### src/fap_pkg.sv
`default_nettype none
// ==========================================================================
// shared constants for the firmware alternate pin select block
// ==========================================================================
package fap_pkg;

  // ========================================================================
  // register indexes (8-bit configuration index space)
  // ========================================================================
  localparam logic [7:0] FAP_IDX_MISC_CONFIG_SIX = 8'h70;
  localparam logic [7:0] FAP_IDX_POWER_MGMT_CONTROL_THREE = 8'hAD;
  localparam logic [7:0] FAP_IDX_FUNCTION_ENABLE_ONE = 8'hB0;
  localparam logic [7:0] FAP_IDX_FUNCTION_ENABLE_TWO = 8'hB1;
  localparam logic [7:0] FAP_IDX_MISC_CONFIG_THREE = 8'hBA;
  localparam logic [7:0] FAP_IDX_PIN_STATUS = 8'hC0;

  // ========================================================================
  // field positions
  // ========================================================================
  localparam int FAP_BIT_SRAM_MODE = 0;
  localparam int FAP_BIT_XT_KBD = 3;
  localparam int FAP_BIT_CLK14_AUTOFEED = 3;
  localparam int FAP_POS_PPORT_MODE = 0;
  localparam int FAP_POS_OSC_ENABLE = 4;
  localparam int FAP_POS_OSC_SOURCE = 0;

  // ========================================================================
  // field encodings
  // ========================================================================
  localparam logic [1:0] FAP_PPORT_UNIDIR = 2'h0;
  localparam logic [1:0] FAP_PPORT_BIDIR = 2'h1;
  localparam logic [1:0] FAP_PPORT_EPP = 2'h2;
  localparam logic [1:0] FAP_OSC_SRC_BAUD = 2'h0;
  localparam logic [1:0] FAP_OSC_SRC_14M = 2'h1;

  // ========================================================================
  // reset values
  // ========================================================================
  localparam logic [7:0] FAP_CFG_RST = 8'h00;
  localparam logic [3:0] FAP_COL_STROBE_IDLE = 4'hF;
  localparam logic FAP_PPORT_WE_IDLE = 1'b1;
  localparam logic FAP_AUTOFEED_IDLE = 1'b1;

  // ========================================================================
  // synchroniser lanes for inputs from other clock domains or pins
  // ========================================================================
  localparam int FAP_SYNC_WIDTH = 5;
  localparam int FAP_SYNC_BAUD = 0;
  localparam int FAP_SYNC_CLK14 = 1;
  localparam int FAP_SYNC_BUSCLK = 2;
  localparam int FAP_SYNC_KBD_DATA = 3;
  localparam int FAP_SYNC_KBD_CLOCK = 4;

endpackage
`default_nettype wire

### src/fap_sync3.sv
`timescale 1ns/1ps
`default_nettype none
// ==========================================================================
// three-stage input synchroniser with agreement filter
// ==========================================================================
module fap_sync3 #(
  parameter int WIDTH = 5
) (
  // clock and reset
  input wire logic sys_clk,
  input wire logic rst,
  // asynchronous inputs and their filtered copy
  input wire logic [WIDTH-1:0] async_in,
  output logic [WIDTH-1:0] stable_out
);

  typedef struct packed {
    logic [WIDTH-1:0] s1;
    logic [WIDTH-1:0] s2;
    logic [WIDTH-1:0] s3;
    logic [WIDTH-1:0] q;
  } fap_sync_state_t;

  fap_sync_state_t st;
  fap_sync_state_t next_st;

  // s1 feeds only s2; the filter looks at s2 and s3
  always_comb begin
    next_st = st;
    next_st.s1 = async_in;
    next_st.s2 = st.s1;
    next_st.s3 = st.s2;
    for (int i = 0; i < WIDTH; i++) begin
      if (st.s2[i] == st.s3[i]) begin
        next_st.q[i] = st.s3[i];
      end
    end
  end

  // synchronous reset to a known level
  always_ff @(posedge sys_clk) begin
    if (rst) begin
      st <= '0;
    end else begin
      st <= next_st;
    end
  end

  assign stable_out = st.q;

endmodule // fap_sync3
`default_nettype wire

### src/fap_pin_select.sv
`timescale 1ns/1ps
`default_nettype none
module fap_pin_select
  import fap_pkg::*;
(
  // clock and reset
  input wire logic sys_clk,
  input wire logic rst,
  // configuration register port
  input wire logic [7:0] reg_addr,
  input wire logic [7:0] reg_wdata,
  input wire logic reg_wr,
  input wire logic reg_rd,
  output logic [7:0] reg_rdata,
  // memory controller side, same clock
  input wire logic [3:0] mc_col_strobe,
  input wire logic [3:0] mc_sram_sel,
  // column strobe pins
  output logic col_strobe_bank0_low,
  output logic col_strobe_bank0_high,
  output logic col_strobe_bank1_low,
  output logic col_strobe_bank1_high,
  // parallel port side, same clock
  input wire logic pp_write_enable_in,
  input wire logic pp_data_decode_in,
  input wire logic pp_autofeed_in,
  output logic pport_write_enable,
  output logic pport_autofeed,
  // clock sources from other domains
  input wire logic baud_clk_src,
  input wire logic clk_14m_src,
  input wire logic bus_clk_src,
  // oscillator output pin
  output logic oscillator_clock_pin_out,
  output logic oscillator_clock_pin_oe,
  // keyboard unit side, same clock
  input wire logic kbd_ctrl_select_in,
  input wire logic kbd_data_drive_low,
  input wire logic kbd_clock_drive_low,
  output logic kbd_serial_data,
  output logic kbd_serial_clock,
  // pin shared by controller select and keyboard data
  input wire logic kbd_select_data_pin_in,
  output logic kbd_select_data_pin_out,
  output logic kbd_select_data_pin_oe,
  // pin shared by bus system clock and keyboard clock
  input wire logic busclk_kbdclk_pin_in,
  output logic busclk_kbdclk_pin_out,
  output logic busclk_kbdclk_pin_oe
);

  // ========================================================================
  // state
  // ========================================================================
  typedef struct packed {
    logic [7:0] misc_config_six;
    logic [7:0] power_mgmt_control_three;
    logic [7:0] function_enable_one;
    logic [7:0] function_enable_two;
    logic [7:0] misc_config_three;
    logic [7:0] rdata;
    logic [3:0] col_pins;
    logic pp_we_pin;
    logic afd_pin;
    logic osc_out;
    logic osc_oe;
    logic p75_out;
    logic p75_oe;
    logic p45_out;
    logic p45_oe;
    logic kbd_data_rx;
    logic kbd_clock_rx;
  } fap_state_t;

  fap_state_t st;
  fap_state_t next_st;
  logic [FAP_SYNC_WIDTH-1:0] sync_raw;
  logic [FAP_SYNC_WIDTH-1:0] sync_q;
  logic sram_mode;
  logic [1:0] pport_mode;
  logic pport_alt;
  logic osc_enable;
  logic [1:0] osc_source;
  logic osc_driving;
  logic xt_mode;
  logic clk14_afd;
  logic [7:0] status_word;

  // ========================================================================
  // input synchronisers
  // ========================================================================
  // clock sources and pin levels come from outside sys_clk; the output
  // copies carry up to a few cycles of jitter, acceptable for slow loads
  assign sync_raw[FAP_SYNC_BAUD] = baud_clk_src;
  assign sync_raw[FAP_SYNC_CLK14] = clk_14m_src;
  assign sync_raw[FAP_SYNC_BUSCLK] = bus_clk_src;
  assign sync_raw[FAP_SYNC_KBD_DATA] = kbd_select_data_pin_in;
  assign sync_raw[FAP_SYNC_KBD_CLOCK] = busclk_kbdclk_pin_in;

  fap_sync3 #(
    .WIDTH(FAP_SYNC_WIDTH)
  ) u_sync (
    .sys_clk(sys_clk),
    .rst(rst),
    .async_in(sync_raw),
    .stable_out(sync_q)
  );

  // ========================================================================
  // decoded selections
  // ========================================================================
  // select bits live only in software-written registers
  assign sram_mode = st.misc_config_six[FAP_BIT_SRAM_MODE];
  assign pport_mode = st.function_enable_one[FAP_POS_PPORT_MODE +: 2];
  assign pport_alt = (pport_mode == FAP_PPORT_BIDIR) || (pport_mode == FAP_PPORT_EPP);
  assign osc_enable = st.function_enable_one[FAP_POS_OSC_ENABLE];
  assign osc_source = st.function_enable_two[FAP_POS_OSC_SOURCE +: 2];
  assign osc_driving = osc_enable &&
    ((osc_source == FAP_OSC_SRC_BAUD) || (osc_source == FAP_OSC_SRC_14M));
  assign xt_mode = st.power_mgmt_control_three[FAP_BIT_XT_KBD];
  assign clk14_afd = st.misc_config_three[FAP_BIT_CLK14_AUTOFEED];

  // read-only view of which alternates are live and the keyboard levels
  assign status_word = {1'b0, st.kbd_clock_rx, st.kbd_data_rx, clk14_afd,
    xt_mode, osc_driving, pport_alt, sram_mode};

  // ========================================================================
  // next-state logic
  // ========================================================================
  always_comb begin
    next_st = st;
    next_st.rdata = 8'h00;

    if (reg_wr) begin
      case (reg_addr)
        FAP_IDX_MISC_CONFIG_SIX: next_st.misc_config_six = reg_wdata;
        FAP_IDX_POWER_MGMT_CONTROL_THREE: next_st.power_mgmt_control_three = reg_wdata;
        FAP_IDX_FUNCTION_ENABLE_ONE: next_st.function_enable_one = reg_wdata;
        FAP_IDX_FUNCTION_ENABLE_TWO: next_st.function_enable_two = reg_wdata;
        FAP_IDX_MISC_CONFIG_THREE: next_st.misc_config_three = reg_wdata;
        default: next_st.rdata = 8'h00; // unmapped and read-only: ignored
      endcase
    end

    // read data valid in the following cycle only
    if (reg_rd) begin
      case (reg_addr)
        FAP_IDX_MISC_CONFIG_SIX: next_st.rdata = st.misc_config_six;
        FAP_IDX_POWER_MGMT_CONTROL_THREE: next_st.rdata = st.power_mgmt_control_three;
        FAP_IDX_FUNCTION_ENABLE_ONE: next_st.rdata = st.function_enable_one;
        FAP_IDX_FUNCTION_ENABLE_TWO: next_st.rdata = st.function_enable_two;
        FAP_IDX_MISC_CONFIG_THREE: next_st.rdata = st.misc_config_three;
        FAP_IDX_PIN_STATUS: next_st.rdata = status_word;
        default: next_st.rdata = 8'h00;
      endcase
    end

    for (int i = 0; i < 4; i++) begin
      // lane i maps to lane i
      next_st.col_pins[i] = sram_mode ? mc_sram_sel[i] : mc_col_strobe[i];
    end

    next_st.pp_we_pin = pport_alt ? pp_data_decode_in : pp_write_enable_in;

    next_st.afd_pin = clk14_afd ? sync_q[FAP_SYNC_CLK14] : pp_autofeed_in;

    next_st.osc_out = 1'b0;
    if (osc_enable && (osc_source == FAP_OSC_SRC_BAUD)) begin
      next_st.osc_out = sync_q[FAP_SYNC_BAUD];
    end else if (osc_enable && (osc_source == FAP_OSC_SRC_14M)) begin
      next_st.osc_out = sync_q[FAP_SYNC_CLK14];
    end
    next_st.osc_oe = osc_driving;

    if (xt_mode) begin
      next_st.p75_out = 1'b0;
      next_st.p75_oe = kbd_data_drive_low;
      next_st.p45_out = 1'b0;
      next_st.p45_oe = kbd_clock_drive_low;
      next_st.kbd_data_rx = sync_q[FAP_SYNC_KBD_DATA];
      next_st.kbd_clock_rx = sync_q[FAP_SYNC_KBD_CLOCK];
    end else begin
      next_st.p75_out = kbd_ctrl_select_in;
      next_st.p75_oe = 1'b1;
      // forwarded only, drives no timing here
      next_st.p45_out = sync_q[FAP_SYNC_BUSCLK];
      next_st.p45_oe = 1'b1;
      // idle-high line level towards the keyboard unit
      next_st.kbd_data_rx = 1'b1;
      next_st.kbd_clock_rx = 1'b1;
    end

    if (rst) begin
      next_st = '0;
      next_st.misc_config_six = FAP_CFG_RST;
      next_st.power_mgmt_control_three = FAP_CFG_RST;
      next_st.function_enable_one = FAP_CFG_RST;
      next_st.function_enable_two = FAP_CFG_RST;
      next_st.misc_config_three = FAP_CFG_RST;
      next_st.col_pins = FAP_COL_STROBE_IDLE;
      next_st.pp_we_pin = FAP_PPORT_WE_IDLE;
      next_st.afd_pin = FAP_AUTOFEED_IDLE;
      next_st.p75_oe = 1'b1;
      next_st.p45_oe = 1'b1;
      next_st.kbd_data_rx = 1'b1;
      next_st.kbd_clock_rx = 1'b1;
    end
  end

  // single state register; reset is folded into next_st
  always_ff @(posedge sys_clk) begin
    st <= next_st;
  end

  // ========================================================================
  // outputs
  // ========================================================================
  assign reg_rdata = st.rdata;
  assign col_strobe_bank0_low = st.col_pins[0];
  assign col_strobe_bank0_high = st.col_pins[1];
  assign col_strobe_bank1_low = st.col_pins[2];
  assign col_strobe_bank1_high = st.col_pins[3];
  assign pport_write_enable = st.pp_we_pin;
  assign pport_autofeed = st.afd_pin;
  assign oscillator_clock_pin_out = st.osc_out;
  assign oscillator_clock_pin_oe = st.osc_oe;
  assign kbd_select_data_pin_out = st.p75_out;
  assign kbd_select_data_pin_oe = st.p75_oe;
  assign busclk_kbdclk_pin_out = st.p45_out;
  assign busclk_kbdclk_pin_oe = st.p45_oe;
  assign kbd_serial_data = st.kbd_data_rx;
  assign kbd_serial_clock = st.kbd_clock_rx;
endmodule // fap_pin_select
`default_nettype wire

### config.mk
export PLATFORM = sky130hd
export DESIGN_NAME = fap_pin_select
export DESIGN_NICKNAME = d
export VERILOG_FILES = /design/src/fap_pkg.sv /design/src/fap_sync3.sv /design/src/fap_pin_select.sv
export SDC_FILE = /design/constraint.sdc
export NUM_CORES = 1
export LEC_CHECK = 0
export BUFFER_PORTS_ARGS = -buffer_cell sky130_fd_sc_hd__buf_2
export CORE_UTILIZATION = 35
export DETAILED_ROUTE_END_ITERATION = 16
export GPL_ROUTABILITY_DRIVEN = 0
export HOLD_SLACK_MARGIN = 0.08
export PLACE_DENSITY = 0.61
export SYNTH_ARGS = -nofsm -noshare
export SYNTH_HDL_FRONTEND = slang
export SYNTH_SLANG_ARGS = --single-unit
### constraint.sdc
create_clock -name sys_clk -period 1.4 [get_ports sys_clk]
set_input_delay 0.14 -clock sys_clk [delete_from_list [all_inputs] [get_ports sys_clk]]
set_output_delay 0.14 -clock sys_clk [all_outputs]
set_load 0.02 [all_outputs]
* After elaboration in Yosys (flattened, before gate mapping)
Cells that the tools add are included.
** Word-level totals
- Flip-flop bits (word level) :: 82
- Bits of input ports :: 39
- Output and inout bits :: 22
- Logic and storage cells :: 63
** Operators by class
- Equal/unequal tests :: 14
- Multiplexer cells :: 10
- Bitwise gates (word level) :: 1
- Reduce and logical (&&, ||, !) cells :: 13
** Operators by type and width (count)
- $pmux 8 s6 :: 1
- $eq 8x8->1 const B :: 5
- $reduce_and 2->1 :: 5
- $eq 8x7->1 const B :: 1
- $mux 1 :: 8
- $mux 8 :: 1
- $eq 1x1->1 :: 5
- $eq 2x1->1 const B :: 2
- $reduce_or 2->1 :: 2
- $logic_and 1x1->1 :: 3
- $eq 2x2->1 const B :: 1
- $logic_not 2->1 :: 1
- $logic_or 1x1->1 :: 2
- $not 1->1 :: 1

* Longest topological paths before layout
- Depth after elaboration :: 5
- Mapped depth :: 5
- Depth with buffers taken out :: 4

* By module
A second synthesis with hierarchy kept.
** Second synthesis, totals
- Cell total of the unflattened synthesis :: 337
- Area total of the unflattened synthesis :: 3345.7 um^2
** Modules (own cells, without submodules)
- fap_pin_select :: times used 1, cells an instance 280, area each 2666.3 um^2
- fap_sync3 :: times used 1, cells an instance 57, area each 679.4 um^2

* Least setup slack after synthesis
No wires, ideal clock.
- Kind :: input port to flip-flop
- From :: in reg_addr[7]
- To :: reg st (netlist bit sram_mode)
- Setup time :: 0.128 ns
- Arrival :: 1.026 ns
- Required time :: 1.272 ns
- Slack :: 0.247 ns
- Stages :: 5
- Buffers on the path :: 1
- Cell sequence :: and3b_1 buf_2 nand4_2 mux2i_1 nor2_1
** Between the ends
- Word-level cells in the longest chain between the ends :: 2
** RTL lines
- start, declared :: RTL line fap_pin_select.sv:10 : input wire logic [7:0] reg_addr,
- $eq 8x7->1 :: RTL line fap_pin_select.sv:135 : case (reg_addr)
- $reduce_and 2->1 (no line)
- end signal, assigned :: RTL line fap_pin_select.sv:212 : st <= next_st;
- end, declared :: RTL line fap_pin_select.sv:75 : fap_state_t st;
No other way between the ends.
A chain may end at the register's enable or synchronous reset.

* Worst setup path after layout
- From :: reg st (netlist bit pport_mode[0])
- To :: reg st (netlist bit pport_write_enable)
** Between the ends
- Word-level cells in the longest chain between the ends :: 3
- Elaborated cells on any way between the ends :: 4
- Those cells by class :: eq/ne: 2; mux: 1; reduce/logical: 1
** RTL lines
- $eq 2x1->1 or $eq 2x2->1 (tied branches) :: RTL line fap_pin_select.sv:115 : assign pport_alt = (pport_mode == FAP_PPORT_BIDIR) || (pport_mode == FAP_PPORT_EPP);
- $logic_or 1x1->1 (*) :: RTL line fap_pin_select.sv:115
- $mux 1 (*) :: RTL line fap_pin_select.sv:163 : next_st.pp_we_pin = pport_alt ? pp_data_decode_in : pp_write_enable_in;
Mark *: on every way between the ends. The rest lies on a longest branch, timed or not.

==> flow_metrics.py <==
metrics = {
    "outcome": {
        "status": "completed",
    },
    "synth": {
        "total_standard_cell_area_after_synthesis_um2": 3180,
        "synth_area_per_cell_um2": 9.53,
        "synth.yosys.seq_area_share_pct": 51.6,
        "synth.area.top_cells": "dfxtp_1 (52%), nand2_1 (5.8%), mux2i_1 (5.3%)",
        "yosysTopAreaCellShare_pct": 51.6,
        "yosys.cell_count.top_type": "dfxtp_1",
        "synth_top_cell_by_area": "dfxtp_1",
        "netlist_top_cells_count": "dfxtp_1 (82), nand2_1 (49), a21oi_1 (30)",
        "synth-seq-cells": 82,
        "yosysWarnings": 0,
        "syn-instance-count": 334,
        "async_flop_share_pct": 0,
        "postSynth.topFlopCell": "dfxtp_1",
        "synth_edf_count": 0,
        "synth_cell_types": 41,
        "synthesis.nets": 373,
    },
    "timing": {
        "fin_worst_skew_ns": 0.00442,
        "timing_worst_slew_pin_value_ns": 0.451,
        "timing.slew.headroom_pct": 69.9,
        "holdWs_ns": 0.0874,
        "post-route-min-period_ns": 1.13,
        "final_min_period_over_clock_period_pct": 80.4,
        "fmax_mhz": 889,
        "finalHoldViolCount": 0,
        "timing.final.setup_violations": 0,
        "grt_setup_unrepaired": "no",
        "finalMaxSlewViolations": 0,
    },
    "cts": {
        "clk_pin_slew_ns": 0.08,
        "htree_num_levels": 3,
        "cts_tree": "yes",
        "cts_resized": 0,
        "numCtsBuffers": 9,
        "cts.root.buffer_cell": "clkbuf_8",
        "worst_skew_pair.late_latency_ns": 0.35,
        "clock_sinks": 82,
        "cts-root-to-sink-buffers": 2,
    },
    "power": {
        "vdd_ir_drop_max_mv": 0.511,
        "power.density_cell_area_nw_per_um2": 1180,
        "total_leakage_power_uw": 0.00175,
    },
    "route": {
        "ant_nets": 0,
        "number_of_optimization_iterations_in_the_first_detailed_route_pass": 4,
        "number_of_vias_in_the_routed_layout": 2663,
        "vias_per_cell": 4.93,
        "drt-initial-drc-count": 173,
        "remaining_drcs": 0,
        "routed_wl_um": 7970,
        "routed_wire_length_per_instance_um": 14.8,
    },
    "setup_path": {
        "timing.critical_path.to_type": "register",
        "critical_path.cell_chain": "xor2_1, nor2_1, a211o_1",
        "crit_path_top_delay_cell": "dfxtp_1",
        "required_worst_endpoint_ns": 1.64,
        "crit_type": "register to register",
        "worst-endpoint-arrival_ns": 1.37,
        "crit_path_start_kind": "register",
        "path_delay_family": "flip-flops",
        "buffer_and_inverter_count_on_the_worst_path": 0,
        "critical_path_peak_fanout": 3,
        "worst_path_largest_cell_delay_ns": 0.38,
    },
    "cells_and_area": {
        "antenna_cells": 0,
        "final-seq-area_um2": 1640,
        "fin_util_pct": 47.4,
        "number_of_nets_in_the_layout": 466,
        "syn_to_final_growth_pct": 30.5,
        "fillers": 845,
        "layout_cell_share_with_drive_strength_beyond_1_pct": 27.3,
        "multi_input_comb_area_um2": 1380,
    },
    "global_route": {
        "grt_max_degree": 36,
        "vias_in_the_first_global_route": 2572,
        "overflow": 0,
        "total_track_usage_pct": 17.1,
        "first_pass_grt_wire_length_um": 13000,
        "number_of_antenna_violations_at_the_first_check_in_global_routing": 0,
    },
    "placement": {
        "buffer_ports.inserted": 60,
        "place_hpwl_um": 5510,
    },
    "die": {
        "initial_utilization_pct": 36.3,
        "std_cell_rows": 34,
        "die_area_um2": 9480,
        "die_height_um": 97.4,
        "dieWidth_um": 97.4,
        "ioPinCount": 61,
        "floorplan.core_area_um2": 8760,
    },
    "min_path": {
        "worst_hold_path_type": "input pin to register",
    },
    "job": {
        "maxCapViolations": 0,
    },
}
[state kept, by name, indices dropped and copies added (netlist names), 2 cells and up]
register           cells
osc_source             2
pport_mode             2
reg_rdata              8
st                    33
u_sync.next_st        10
u_sync.st              5
u_sync.stable_out      5
[path summary, 6_finish.rpt]
kind	start	end	slack [ns]	cells after the start
min reg2reg	u_sync.next_st[10]	u_sync.next_st[5]	0.44	1
min	reg_wdata[7]	st[45]	0.09	3
max	pport_mode[0]	pport_write_enable	0.27	3
max reg2reg	pport_mode[0]	pport_write_enable	0.27	3
[cell usage in the layout, fill, tap and decap left out, drive strengths merged, types with 2 or more instances in the layout]
master,n
and2,3
nor2,18
dlygate4sd3,18
a21oi,30
and3,2
mux2i,17
a211o,6
nand3,21
nand2b,5
and4b,2
a22oi,6
nor3b,4
nor2b,22
nand2,49
dfxtp,82
bufinv,4
a22o,12
clkbuf,11
inv,2
buf,91
a31oi,7
o21ai,6
[cells by family after synthesis]
family / count (synthesis) / synth area share [%]
buf+inv: 29 / 5.19
xor+xnor: 1 / 0.275
compound gates: 71 / 14.7
mux: 17 / 5.34
simple gates: 134 / 22.9
flops: 82 / 51.6
[layout make-up]
type                            instances  area share (%)
Clock inverter                          5            3.01
Multi-Input combinational cell        223            33.2
Tap cell                              108            3.25
Sequential cell                        82            39.5
Clock buffer                           11            3.40
Timing Repair Buffer                  109            17.5
Inverter                                2           0.181
[repair_timing]
item,in CTS,in global routing
hold buffers,18,0
endpoints found under the hold margin,21,0
buffers inserted,0,0
[stage by stage]
step                setup slack, ns  std cells  TNS, ns  instance area (um^2)  total power (uW)
finish                        0.275        540        0                  4150              4910
detailed placement          -0.0396        506   -0.234                  3710              2680
global route                  0.184        540        0                  4150              5060
floorplan                     0.247        334        0                  3180              2540
global placement             0.0110        506        0                  3710              2680
CTS                           0.268        540        0                  4150              4940
[worst min-delay path, delay by kind of cell]
family | cells | cell delay [ns]
buffers and inverters | 1 | 0.14
AND/OR/NAND/NOR | 1 | 0.06
AO/OA/AOI/OAI | 1 | 0.05
[per-layer routing]
metal	GRT usage (%)	share of wire [%]
met4	5.77	0.51
met2	27.5	47
met3	3.02	6.1
met5	0	0
met1	23.2	47
[power by group]
part | switching (uW) | internal (uW) | total (uW) | leakage [uW]
sequential | 9.53 | 2360 | 2370 | 0.000665
combinational | 152 | 141 | 294 | 0.000950
clock | 833 | 1410 | 2240 | 0.000134
(Power assumes the default switching activity.)
